## src/adcof_pkg.sv

```systemverilog
// Purpose: shared constants of the output formatter and test pattern block
// Assumes: one configuration register, 16 bits wide, at address 0h
// Notes:   field positions are bit indices inside that register
package adcof_pkg;
  localparam int          DATA_W        = 12;         // sample word width
  localparam int          CFG_W         = 16;         // configuration register width
  localparam int          ADDR_W        = 4;          // configuration address width
  localparam logic [3:0]  CFG_ADDR      = 4'h0;       // configuration register address
  localparam logic [15:0] CFG_RESET     = 16'h0000;   // reset value of the register
  localparam int          BIT_PHASE     = 14;         // ddr clock-to-data phase, 1 = 90 deg
  localparam int          BIT_SWING     = 13;         // output swing, 1 = higher
  localparam int          BIT_TP        = 8;          // test pattern mode enable
  localparam int          BIT_TWOS      = 4;          // 1 = two's complement
  localparam int          BIT_SDR_EDGE  = 2;          // 1 = sdr data on rising edge
  localparam int          SYNC_N        = 7;          // number of synchronised pins
  localparam int          PIN_PHASE     = 0;          // index of ddr_phase_pin
  localparam int          PIN_DEMUX     = 1;          // index of demux_select_pin
  localparam int          PIN_DDR       = 2;          // index of ddr mode pin
  localparam int          PIN_ECM       = 3;          // index of extended_control_mode pin
  localparam int          PIN_PD_I      = 4;          // index of i power-down pin
  localparam int          PIN_PD_Q      = 5;          // index of q power-down pin
  localparam int          PIN_DES       = 6;          // index of dual_edge_sampling pin
  localparam int          WORD_DIV_DEF  = 2;          // ref clocks per non-demux word
  localparam int          CNT_W         = 8;          // word period counter width
  localparam logic [2:0]  TP_LAST       = 3'h4;       // last index of the 5-word cycle
  localparam logic [11:0] TP_LOW_Q      = 12'h008;    // low pattern word, q ports
  localparam logic [11:0] TP_LOW_I      = 12'h010;    // low pattern word, i ports
  localparam logic [11:0] TP_HIGH_Q     = 12'hFF7;    // high pattern word, q ports
  localparam logic [11:0] TP_HIGH_I     = 12'hFEF;    // high pattern word, i ports
endpackage

```

## src/adcof_tp_if.sv

```systemverilog
// Purpose: carrier between the formatter top and the pattern generator
// Assumes: single clock domain, generator answers combinationally
// Notes:   words are valid in the same cycle as advance
`timescale 1ns/1ps
`default_nettype none
interface adcof_tp_if;
  logic        restart;   // test mode just entered
  logic        advance;   // one output word period begins
  logic        demux;     // demux pattern table selected
  logic [11:0] word_qd;   // pattern for q delayed bus
  logic [11:0] word_id;   // pattern for i delayed bus
  logic [11:0] word_q;    // pattern for q bus
  logic [11:0] word_i;    // pattern for i bus
  logic        or_q;      // pattern for overrange_q
  logic        or_i;      // pattern for overrange_i
  modport gen  (input restart, advance, demux, output word_qd, word_id, word_q, word_i, or_q, or_i);
  modport user (output restart, advance, demux, input word_qd, word_id, word_q, word_i, or_q, or_i);
endinterface
`default_nettype wire

```

## src/adcof_top.sv

```systemverilog
// Purpose: output formatter of a dual channel 12-bit converter with test pattern
// Assumes: converter words come from logic on ref_clk_in; mode pins are asynchronous
// Notes:   word period is WORD_DIV ref clocks, doubled in demux mode
// Function
// - ddr clock half data rate, both edges
// - ddr zero degree: data changes each edge
// - phase from pin, or bit 14 in ecm
// - no ddr when 1:2 demux selected
// - sdr clock at data rate, one edge
// - sdr edge chosen by bit 2, ecm only
// - bit 13 selects output swing
// - offset binary default, bit 4 twos complement
// - non-demux: full rate on one bus
// - demux: half rate on twice buses
// - des interleave 1:4 or undemuxed, else 1:2; here des only sets des_active_out, no 1:4 demux
// - test mode replaces converter on all outputs
// - pattern same with or without des
// - each port distinct alternating pattern word; here q and q delayed share words, as do i and i delayed
// - powered-down channel gets no pattern
// - demux five-word pattern table
// - non-demux five-word low/high pattern
`timescale 1ns/1ps
`default_nettype none
module adcof_top #(
  parameter int WORD_DIV = adcof_pkg::WORD_DIV_DEF   // ref clocks per non-demux word
) (
  input  wire logic                        ref_clk_in,          // 125 MHz block clock
  input  wire logic                        rst_n_in,            // async reset, active low
  input  wire logic                        ce_in,               // clock enable, freezes state
  input  wire logic                        ddr_phase_pin_in,    // ddr phase pin, 1 = 90 deg
  input  wire logic                        demux_select_pin_in, // 1 = demux mode
  input  wire logic                        ddr_mode_pin_in,     // 1 = ddr requested
  input  wire logic                        ecm_pin_in,          // extended_control_mode
  input  wire logic                        pd_i_pin_in,         // i channel powered down
  input  wire logic                        pd_q_pin_in,         // q channel powered down
  input  wire logic                        des_pin_in,          // dual_edge_sampling
  input  wire logic                        cfg_wr_in,           // config write strobe
  input  wire logic [adcof_pkg::ADDR_W-1:0] cfg_addr_in,        // config address
  input  wire logic [adcof_pkg::CFG_W-1:0]  cfg_wdata_in,       // config write data
  input  wire logic [adcof_pkg::DATA_W-1:0] conv_qd_in,         // converter q delayed word
  input  wire logic [adcof_pkg::DATA_W-1:0] conv_id_in,         // converter i delayed word
  input  wire logic [adcof_pkg::DATA_W-1:0] conv_q_in,          // converter q word
  input  wire logic [adcof_pkg::DATA_W-1:0] conv_i_in,          // converter i word
  input  wire logic                        conv_or_q_in,        // converter q overrange
  input  wire logic                        conv_or_i_in,        // converter i overrange
  output logic [adcof_pkg::CFG_W-1:0]       cfg_rdata_out,      // config read data
  output logic                             output_data_clock_out, // source-synchronous clock
  output logic [adcof_pkg::DATA_W-1:0]      q_delayed_bus_out,  // q delayed bus
  output logic [adcof_pkg::DATA_W-1:0]      i_delayed_bus_out,  // i delayed bus
  output logic [adcof_pkg::DATA_W-1:0]      q_bus_out,          // q bus
  output logic [adcof_pkg::DATA_W-1:0]      i_bus_out,          // i bus
  output logic                             overrange_q_out,     // q overrange
  output logic                             overrange_i_out,     // i overrange
  output logic                             swing_high_out,      // output swing select
  output logic                             word_strobe_out,     // one pulse per new word
  output logic                             des_active_out       // interleaved stream flag
);
  import adcof_pkg::*;

  // refuse word periods the clock pattern cannot serve
  // an odd period would leave the half-word point off centre
  if (WORD_DIV < 2 || WORD_DIV > 127 || (WORD_DIV % 2) != 0) begin : g_bad_div
    $error("WORD_DIV must be even and in 2..126");
  end

  // counter end points for both word periods
  localparam logic [CNT_W-1:0] DIV_N = CNT_W'(WORD_DIV);   // non-demux period
  localparam logic [CNT_W-1:0] DIV_D = CNT_W'(2 * WORD_DIV); // demux period

  // sign conversion by msb inversion
  function automatic logic [DATA_W-1:0] fmt(input logic [DATA_W-1:0] w, input logic twos);
    fmt = twos ? {~w[DATA_W-1], w[DATA_W-2:0]} : w;
  endfunction

  logic [SYNC_N-1:0] pin_raw;      // raw asynchronous pins
  logic [SYNC_N-1:0] sync1_reg;    // first sync stage
  logic [SYNC_N-1:0] sync2_reg;    // second sync stage
  logic [CFG_W-1:0]  cfg_reg;      // configuration register
  logic [CNT_W-1:0]  cnt_reg;      // position inside the word period
  logic [CNT_W-1:0]  period;       // current word period
  logic              clk_reg;      // output data clock
  logic              clk_next;     // next clock level
  logic              tp_q_reg;     // test mode seen last cycle
  logic              word_start;   // first cycle of a word
  logic              word_half;    // middle cycle of a word
  logic              extended_control_mode;          // extended control mode active
  logic              demux;        // demux mode
  logic              ddr_eff;      // ddr after mode legality
  logic              phase90;      // ddr 90 degree phase
  logic              sdr_rise;     // sdr data on rising edge
  logic              tp_en;        // test pattern mode
  logic              cfg_hit;      // config address decode
  adcof_tp_if        tp ();        // pattern carrier

  // pins gathered in the package index order
  assign pin_raw = {des_pin_in, pd_q_pin_in, pd_i_pin_in, ecm_pin_in,
                    ddr_mode_pin_in, demux_select_pin_in, ddr_phase_pin_in};

  // two-flop synchroniser per pin
  for (genvar g = 0; g < SYNC_N; g++) begin : g_sync
    always_ff @(posedge ref_clk_in or negedge rst_n_in) begin
      if (!rst_n_in) begin
        sync1_reg[g] <= 1'b0;
        sync2_reg[g] <= 1'b0;
      end else if (ce_in) begin
        sync1_reg[g] <= pin_raw[g];
        sync2_reg[g] <= sync1_reg[g];
      end
    end
  end

  // mode resolution
  assign extended_control_mode      = sync2_reg[PIN_ECM];
  assign demux    = sync2_reg[PIN_DEMUX];
  assign ddr_eff  = sync2_reg[PIN_DDR] & ~demux;
  assign phase90  = extended_control_mode ? cfg_reg[BIT_PHASE] : sync2_reg[PIN_PHASE];
  assign sdr_rise = extended_control_mode ? cfg_reg[BIT_SDR_EDGE] : 1'b1;
  assign tp_en    = cfg_reg[BIT_TP];
  assign cfg_hit  = (cfg_addr_in == CFG_ADDR);
  // demux words last twice as long
  assign period     = demux ? DIV_D : DIV_N;
  assign word_start = (cnt_reg == '0);
  assign word_half  = (cnt_reg == (period >> 1));

  // pattern generator hookup
  assign tp.restart = tp_en & ~tp_q_reg;
  assign tp.advance = tp_en & word_start;
  assign tp.demux   = demux;

  adcof_tp_gen u_gen (
    .ref_clk_in (ref_clk_in),
    .rst_n_in   (rst_n_in),
    .ce_in      (ce_in),
    .tp         (tp)
  );

  // clock level: ddr toggles per word, sdr one full cycle per word
  // sdr: start level at word start, the opposite at half word
  always_comb begin
    clk_next = clk_reg;
    if (ddr_eff) begin
      if ((word_start && !phase90) || (word_half && phase90)) begin
        clk_next = ~clk_reg;
      end
    end else if (word_start) begin
      clk_next = sdr_rise;
    end else if (word_half) begin
      clk_next = ~sdr_rise;
    end
  end

  // configuration register and read back
  // read data shows the register as it stood before a write
  always_ff @(posedge ref_clk_in or negedge rst_n_in) begin
    if (!rst_n_in) begin
      cfg_reg       <= CFG_RESET;
      cfg_rdata_out <= '0;
    end else if (ce_in) begin
      if (cfg_wr_in && cfg_hit) begin
        cfg_reg <= cfg_wdata_in;
      end
      cfg_rdata_out <= cfg_hit ? cfg_reg : '0;
    end
  end

  // word timing and output clock
  // a period shortened by a mode change wraps at once
  always_ff @(posedge ref_clk_in or negedge rst_n_in) begin
    if (!rst_n_in) begin
      cnt_reg               <= '0;
      clk_reg               <= 1'b0;
      tp_q_reg              <= 1'b0;
      output_data_clock_out <= 1'b0;
    end else if (ce_in) begin
      cnt_reg               <= (cnt_reg >= period - CNT_W'(1)) ? '0 : cnt_reg + CNT_W'(1);
      clk_reg               <= clk_next;
      tp_q_reg              <= tp_en;
      output_data_clock_out <= clk_next;
    end
  end

  // data launch once per word
  always_ff @(posedge ref_clk_in or negedge rst_n_in) begin
    if (!rst_n_in) begin
      q_delayed_bus_out <= '0;
      i_delayed_bus_out <= '0;
      q_bus_out         <= '0;
      i_bus_out         <= '0;
      overrange_q_out   <= 1'b0;
      overrange_i_out   <= 1'b0;
      word_strobe_out   <= 1'b0;
      swing_high_out    <= 1'b0;
      des_active_out    <= 1'b0;
    end else if (ce_in) begin
      word_strobe_out <= word_start;
      swing_high_out  <= cfg_reg[BIT_SWING];
      des_active_out  <= sync2_reg[PIN_DES];
      if (word_start && tp_en) begin
        // generator replaces the converter, dead channels stay quiet
        q_delayed_bus_out <= sync2_reg[PIN_PD_Q] ? '0 : tp.word_qd;
        q_bus_out         <= sync2_reg[PIN_PD_Q] ? '0 : tp.word_q;
        overrange_q_out   <= ~sync2_reg[PIN_PD_Q] & tp.or_q;
        i_delayed_bus_out <= sync2_reg[PIN_PD_I] ? '0 : tp.word_id;
        i_bus_out         <= sync2_reg[PIN_PD_I] ? '0 : tp.word_i;
        overrange_i_out   <= ~sync2_reg[PIN_PD_I] & tp.or_i;
      end else if (word_start) begin
        // delayed buses only carry data in demux mode
        q_delayed_bus_out <= demux ? fmt(conv_qd_in, cfg_reg[BIT_TWOS]) : '0;
        i_delayed_bus_out <= demux ? fmt(conv_id_in, cfg_reg[BIT_TWOS]) : '0;
        q_bus_out         <= fmt(conv_q_in, cfg_reg[BIT_TWOS]);
        i_bus_out         <= fmt(conv_i_in, cfg_reg[BIT_TWOS]);
        // overrange follows the converter outside test mode
        overrange_q_out   <= conv_or_q_in;
        overrange_i_out   <= conv_or_i_in;
      end
    end
  end
endmodule
`default_nettype wire

```

## src/adcof_tp_gen.sv

```systemverilog
// Purpose: five-word test pattern sequencer
// Assumes: advance pulses once per output word period
// Notes:   same table whether or not dual edge sampling is on
`timescale 1ns/1ps
`default_nettype none
module adcof_tp_gen (
  input  wire logic  ref_clk_in,   // block clock
  input  wire logic  rst_n_in,     // async reset, active low
  input  wire logic  ce_in,        // clock enable
  adcof_tp_if.gen    tp            // pattern carrier
);
  import adcof_pkg::*;

  logic [2:0] idx_reg;    // index of the next word
  logic [2:0] idx_next;   // next index
  logic [2:0] cur;        // index of the word on offer
  logic       high_nd;    // non-demux high word
  logic       dm_hi_d;    // demux: delayed buses high
  logic       dm_hi_n;    // demux: plain buses high

  // restart forces the first word of the cycle
  assign cur      = tp.restart ? 3'h0 : idx_reg;
  // wrap after the fifth word
  assign idx_next = (cur == TP_LAST) ? 3'h0 : cur + 3'h1;
  assign high_nd  = cur[0];
  assign dm_hi_d  = (cur < 3'h2);
  assign dm_hi_n  = (cur == 3'h2) || (cur == 3'h3);

  // each channel its own word or its complement, on both of its ports in demux, delayed ports zero otherwise
  assign tp.word_qd = !tp.demux ? 12'h000 : (dm_hi_d ? TP_HIGH_Q : TP_LOW_Q);
  assign tp.word_id = !tp.demux ? 12'h000 : (dm_hi_d ? TP_HIGH_I : TP_LOW_I);
  assign tp.word_q  = (tp.demux ? dm_hi_n : high_nd) ? TP_HIGH_Q : TP_LOW_Q;
  assign tp.word_i  = (tp.demux ? dm_hi_n : high_nd) ? TP_HIGH_I : TP_LOW_I;
  // overrange high except on the all-low words
  assign tp.or_q    = tp.demux ? (cur != TP_LAST) : high_nd;
  assign tp.or_i    = tp.or_q;

  // index steps once per word period
  always_ff @(posedge ref_clk_in or negedge rst_n_in) begin
    if (!rst_n_in) begin
      idx_reg <= 3'h0;
    end else if (ce_in) begin
      if (tp.advance) begin
        idx_reg <= idx_next;
      end else if (tp.restart) begin
        idx_reg <= 3'h0;
      end
    end
  end
endmodule
`default_nettype wire

```

## config.mk

```make
export PLATFORM = sky130hd
export DESIGN_NAME = adcof_top
export DESIGN_NICKNAME = d
export VERILOG_FILES = /design/src/adcof_pkg.sv /design/src/adcof_tp_if.sv /design/src/adcof_top.sv /design/src/adcof_tp_gen.sv
export SDC_FILE = /design/constraint.sdc
export NUM_CORES = 1
export LEC_CHECK = 0
export ABC_AREA = 1
export BUFFER_PORTS_ARGS = -buffer_cell sky130_fd_sc_hd__buf_2
export CORE_MARGIN = 2
export CORE_UTILIZATION = 52
export CTS_CLUSTER_DIAMETER = 80
export DETAILED_ROUTE_END_ITERATION = 6
export GPL_ROUTABILITY_DRIVEN = 0
export HOLD_SLACK_MARGIN = 0.06
export PLACE_DENSITY = 0.8
export SYNTH_ARGS = -nofsm -noshare
export SYNTH_HDL_FRONTEND = slang
export SYNTH_SLANG_ARGS = --single-unit
```

## constraint.sdc

```tcl
create_clock -name ref_clk_in -period 2.5 [get_ports ref_clk_in]
set_input_delay 0.25 -clock ref_clk_in [delete_from_list [all_inputs] [get_ports ref_clk_in]]
set_output_delay 0.25 -clock ref_clk_in [all_outputs]
set_load 0.02 [all_outputs]
```

Word-level counts from Yosys, hierarchy flattened
Index checks and enable logic that the tools add are counted.
{"block": "word_totals", "inputBits": 81, "ff_bits": 112}
{"block": "op_classes", "bitwise": 15, "add_sub_neg": 3, "reduce_logical": 14, "muxes": 42, "magnitude_cmp": 2, "eq_ne": 6}
{"cell": "12-bit two-way mux", "n": 24}
{"cell": "16-bit two-way mux", "n": 1}
{"cell": "1-bit two-way mux", "n": 12}
{"cell": "3-bit two-way mux", "n": 4}
{"cell": "1-bit inverter", "n": 10}
{"cell": "8-bit by 1-bit adder with 8-bit output, second input constant", "n": 1}
{"cell": "8-bit by 2-bit == test with 1-bit output", "n": 1}
{"cell": "8-bit greater-or-equal comparator", "n": 1}
{"cell": "8-bit zero test", "n": 1}
{"cell": "8-bit two-way mux", "n": 1}
{"cell": "3-bit by 2-bit == test with 1-bit output, second input constant", "n": 2}
{"cell": "1-bit AND", "n": 5}
{"cell": "1-bit logical AND", "n": 4}
{"cell": "4-bit zero test", "n": 1}
{"cell": "2-bit AND reduction", "n": 2}
{"cell": "3-bit by 1-bit subtractor with 4-bit output, second input constant", "n": 1}
{"cell": "3-bit by 1-bit adder with 3-bit output, second input constant", "n": 1}
{"cell": "3-bit == test, second input constant", "n": 1}
{"cell": "3-bit by 2-bit < comparator with 1-bit output, second input constant", "n": 1}
{"cell": "3-bit inequality test, second input constant", "n": 1}
{"cell": "3-bit AND reduction", "n": 1}
{"cell": "3-bit nonzero test", "n": 1}
{"cell": "1-bit logical OR", "n": 2}
{"cell": "2-bit by 1-bit inequality test with 1-bit output, second input constant", "n": 1}
{"cell": "2 further kinds", "n": 2}

Depth between registers and ports, before layout
{"block": "logic_depth", "depth_word": 9, "depth_mapped": 13}

Cells and area by module
From an unflattened synthesis, not the netlist that was laid out.
{"block": "unflattened", "hier_cells": 670, "hier_area_um2": 5515.3}
{"mod": "adcof_top", "area_each_um2": 4907.2, "cells_per_inst": 583, "n_inst": 1, "seq_area_each_um2": 2727.6}
{"mod": "adcof_tp_gen", "area_each_um2": 608.1, "cells_per_inst": 87, "n_inst": 1, "seq_area_each_um2": 75.1}

Least setup slack after synthesis
No wires, ideal clock.
{"block": "synth_path", "path_type": "flip-flop to flip-flop", "from": "register cfg_reg[8]", "to": "register q_bus_out[0] (netlist name)", "setup_ps": 117, "slack_ps": 742, "n_path_buf": 2, "stages_incl_launch_ff": 14, "arrival_time_ps": 1641, "required_time_ps": 2383, "cell_sequence": "dfrtp_1 > buf_4 > nand2_1 > nand2_1 > inv_1 > ha_1 > ha_1 > nor2_1 > nand2_1 > nand2_1 > nor2_1 > buf_4 > nor2_1 > nor2_1"}
{"block": "synth_between", "elab_chain_cells": 8, "word_cells_on_any_way": 12, "classes_between": "2 x eq/ne; 5 x mux; 1 x bitwise; 4 x reduce/logical"}
{"element": "start, declared", "line": "adcof_top.sv:78", "source": "logic [CFG_W-1:0] cfg_reg;"}
{"element": "start signal, assigned", "line": "adcof_top.sv:160", "source": "cfg_reg <= cfg_wdata_in;"}
{"element": "1-bit AND", "line": "adcof_top.sv:126", "source": "assign tp.restart = tp_en & ~tp_q_reg;"}
{"element": "3-bit two-way mux"}
{"element": "3-bit by 2-bit == test with 1-bit output", "line": "adcof_tp_gen.sv:27", "source": "assign dm_hi_n = (cur == 3'h2) || (cur == 3'h3);"}
{"element": "1-bit logical OR", "line": "adcof_tp_gen.sv:27"}
{"element": "1-bit two-way mux", "line": "adcof_tp_gen.sv:32", "source": "assign tp.word_q = (tp.demux ? dm_hi_n : high_nd) ? TP_HIGH_Q : TP_LOW_Q;"}
{"element": "12-bit two-way mux", "line": "adcof_tp_gen.sv:32"}
{"element": "12-bit two-way mux", "line": "adcof_top.sv:201", "source": "q_bus_out <= sync2_reg[PIN_PD_Q] ? '0 : tp.word_q;"}
{"element": "12-bit two-way mux", "line": "adcof_top.sv:198", "source": "if (word_start && tp_en) begin"}
{"element": "end signal, assigned", "line": "adcof_top.sv:201"}
{"element": "end signal, assigned", "line": "adcof_top.sv:210", "source": "q_bus_out <= fmt(conv_q_in, cfg_reg[BIT_TWOS]);"}
{"element": "end, declared", "line": "adcof_top.sv:50", "source": "output logic [adcof_pkg::DATA_W-1:0] q_bus_out,"}
Parallel ways exist; a longest one is shown, timed or not.
A chain may end at the register's enable or synchronous reset.

Worst setup path after layout
{"block": "layout_path", "from": "register cfg_reg[8]", "to": "register q_bus_out[4] (netlist name)"}
The elaborated chain is that of the path after synthesis.

==> run summary <==
POWER AND IR DROP
-----------------------------------------------------------------------------------------------
Part of the total power dissipated in combinational logic                                 0.426
Share of total power consumed by net switching                                            0.416
Leak Pwr                                                                                3.28 nW
Sequential cell fraction of total power                                                   0.389
Power dissipated by switching net loads                                                 2.89 mW
Part of the total power dissipated in the clock network                                   0.186
Pwr/cell area                                                                       1120 nW/µm²
Internal power                                                                          4.06 mW
Total design power                                                                      6.96 mW
Highest ir drop seen on vdd                                                            0.447 mV

LOGIC SYNTHESIS
-----------------------------------------------------------------------------------------------
EDFF count, synth                                                                             0
YS warnings                                                                                   0
Post-synthesis cell count                                                                   632
Mux cell area share after synthesis                                                      0.0325
Flip-flop and latch count after synthesis                                                   112
Most used flip-flop cell after synthesis                                                dfrtp_1
Syn Area/Cell                                                                          8.23 µm²
Basic-gate share of the synthesized area counting and, or, nand and nor cells             0.300
Post-Synth Adder-Cell Area                                                               0.0168
Parity-gate share of the synthesized area counting xor and xnor cells                   0.00168
Dominant combinational cell family by area after synthesis                         simple AND/OR/NAND/NOR gates
Post-Synthesis Cell Area                                                               5200 µm²
Synth top area share                                                                      0.539
Compound-Gate Fraction of Synth Area                                                     0.0452
Post-synth top area cell                                                                dfrtp_1
Async S/R FF share, synth                                                                  1.00
Ranking of synthesized cells by area                                               dfrtp_1 54%, nand2_1 13%, nor2_1 12%, mux2_2 3.0%, nand3_1 2.9%
Seq/Total Area, Yosys                                                                     0.539
Syn nets                                                                                    720
Library cells used by synthesis                                                              26

SETUP PATH
-----------------------------------------------------------------------------------------------
Worst setup EP type                                                                    register
Worst EP arrival                                                                        2420 ps
Buffers & Inverters on Critical Path                                                          1
Sort of element at the start of the critical path                                      register
Most common cell on crit path                                                           nand2_1
Slowest cell on crit path                                                               dfrtp_1
Required time at the worst-slack endpoint                                               2800 ps
Worst stage delay on the critical path                                                   500 ps
Crit Path Class                                                                    register to register
Critical path, cell by cell                                                        nand2_1, nand2_1, inv_1, ha_1, ha_1, nor2_1, nand2_1, nand2_1, nor2_2, nor2_1, nor2_1
Crit-path leading delay family                                                     simple AND/OR/NAND/NOR gates
CP max FO                                                                                    11

STA
-----------------------------------------------------------------------------------------------
Final Critical Period                                                                   2130 ps
Setup Total Neg Slack                                                                      0 ps
Final slew viol count                                                                         0
Worst Setup Slack, final                                                                 372 ps
Final cycle utilization of the critical path                                              0.851
Final count of hold timing violations                                                         0
Final setup violating endpoints                                                               0
RSZ-0062 raised after global routing                                                         no
Worst slew margin relative to its limit                                                   0.594
Actual transition at the worst max-transition pin                                        608 ps
Final Skew                                                                              9.65 ps
Achievable clock frequency                                                              470 MHz

DIE
-----------------------------------------------------------------------------------------------
Height of the chip                                                                       104 µm
Initial Util                                                                              0.534
DIE WIDTH                                                                                104 µm
Area of the core                                                                       9730 µm²
Die footprint                                                                         10800 µm²
Placement row count                                                                          36
I/O pins                                                                                    151

CTS
-----------------------------------------------------------------------------------------------
Total number of H-tree levels                                                                 3
Clock input transition at the sequential cells of the worst setup and hold paths         100 ps
Bufs on Longest Clock Path                                                                    2
Root Buffer Master                                                                     clkbuf_8
Later-pin clock latency in the skew report                                               360 ps
Number of setup buffers added after CTS                                                       0
Inserted Clock Buffers                                                                        9
CTS sink count                                                                              112
Clock tree from TritonCTS                                                                  done

DETAILED ROUTING
-----------------------------------------------------------------------------------------------
Detailed Route WL                                                                       11.8 mm
Detail Route Antenna Nets                                                                     0
DRC viols                                                                                     0
Detail-routed net length per standard cell                                              13.1 µm
Number of violations reported at the end of detailed-routing iteration 0                    222
DR pass1 iterations                                                                           4
Vias per inst                                                                              4.94
Via count of the routed design                                                             4468

CELLS AND AREA
-----------------------------------------------------------------------------------------------
Antenna cells                                                                                 0
Layout overhead on the synthesized area                                                   19.9%
Util after Layout                                                                         0.641
Non-filler instance count after layout                                                      905
Layout cells sized above 1                                                                0.262
# nets final                                                                                855
Number of fill cells                                                                        866

PLACE
-----------------------------------------------------------------------------------------------
Worst-case setup slack after placement                                                   231 ps
Quantity of I/O buffers inserted on ports                                                   150
DP Wirelength                                                                           8.40 mm
Placed insts                                                                                888

HOLD PATH
-----------------------------------------------------------------------------------------------
Kind of path behind the tightest hold check                                        input port to register

JOB
-----------------------------------------------------------------------------------------------
Maxcap violations                                                                             0

GLOBAL ROUTING
-----------------------------------------------------------------------------------------------
Vias in the first global route                                                             4340
Initial antenna violation count                                                               1
Maximum number of pins on one net before global-route repair                                 73
Total overflow reported by the global router                                                  0
First-pass GRT wire length                                                              19.9 mm
Global-route usage over all layers                                                        0.224

STATUS
-----------------------------------------------------------------------------------------------
Status                                                                             finished clean

timing repair:
item,CTS,global route
resized for setup,0,2
setup endpoints to repair,0,22
endpoints found under the hold margin,40,0
hold buffers,1,0
final timing paths:
path	cells past startpoint	to	start	slack [ps]
worst max-delay path	11	q_bus_out[4]	cfg_reg[8]	370
worst min-delay path	3	sync1_reg[0]	ddr_phase_pin_in	90
worst max register to register	11	q_bus_out[4]	cfg_reg[8]	370
worst min register to register	2	sync1_reg[0]	sync1_reg[0]	480
max in group asynchronous	3	des_active_out	rst_n_in	1330
min in group asynchronous	2	q_delayed_bus_out[1]	rst_n_in	410
cell usage after synthesis, types with 2 or more instances:
| cell type | n |
|---|---|
| mux2_2 | 14 |
| clkbuf_1 | 12 |
| buf_6 | 8 |
| nor2_1 | 163 |
| nor3_1 | 2 |
| nand2_2 | 3 |
| buf_4 | 9 |
| o211ai_1 | 2 |
| ha_1 | 7 |
| nor2_2 | 4 |
| a21oi_1 | 16 |
| nand2_1 | 183 |
| buf_2 | 6 |
| o21ai_0 | 27 |
| dfrtp_1 | 112 |
| inv_1 | 25 |
| nand3_1 | 30 |
stage by stage:
stage | instance area (µm²) | hold slack [ps]
6_report | 6240 | 85.2
5_1_grt | 6240 | 62.4
4_1_cts | 6230 | 68.8
3_5_place_dp | 5970 | 262
3_3_place_gp | 5970 | 255
2_1_floorplan | 5200 | -45.6
layout by cell type (no fill, tap or decap), drive strengths merged, types with 3 or more instances in the layout:
master,synthesis,layout
nand3,30,30
dfrtp,112,112
bufinv,0,3
mux2,15,15
clkbuf,12,9
inv,25,27
ha,7,7
nand2,187,187
clkinv,2,3
nor2,168,168
buf,23,158
a21oi,16,16
o21ai,28,28
worst min-delay path, cell delays in order:
cell and delay, ps:
buf_2 70, nand2_1 40, nand2_1 50
area by class of cell:
cell class	count	area, µm²	share of cell area
clock buffer	9	124	0.0199
clock inverter	7	126	0.0203
inverter	27	103	0.0164
multi-input combinational	458	2070	0.331
sequential	112	2800	0.449
tap	133	166	0.0267
timing repair buffer	159	848	0.136
cell families (layout without fill, tap and decap cells):
logic type | after synthesis | after routing
buffers and inverters | 62 | 202
multiplexers | 15 | 15
XOR/XNOR | 1 | 1
AND/OR/NAND/NOR | 389 | 389
AO/OA/AOI/OAI | 46 | 46
flip-flops | 112 | 112
adder cells (fa/ha/maj) | 7 | 7
power by group through the flow:
stage,Sequential (mW),Combinational [mW],Clock (mW)
4_1_cts,2.71,2.98,1.32
6_report,2.70,2.96,1.29
5_1_grt,2.77,3.31,1.39
2_1_floorplan,3.23,1.66,0
3_5_place_dp,2.74,2.96,0
3_3_place_gp,2.70,2.87,0
routing by layer:
metal	wire length, µm	part of all wire	up-vias	GRT usage
met1	5190	0.44	2095	0.283
met4	71	0.0060	2	0.0714
li1	-	-	2222	-
met5	13	0.0011	-	0
met3	748	0.063	8	0.0520
met2	5820	0.49	141	0.383
No activity file was read; power rests on OpenSTA's default activity.
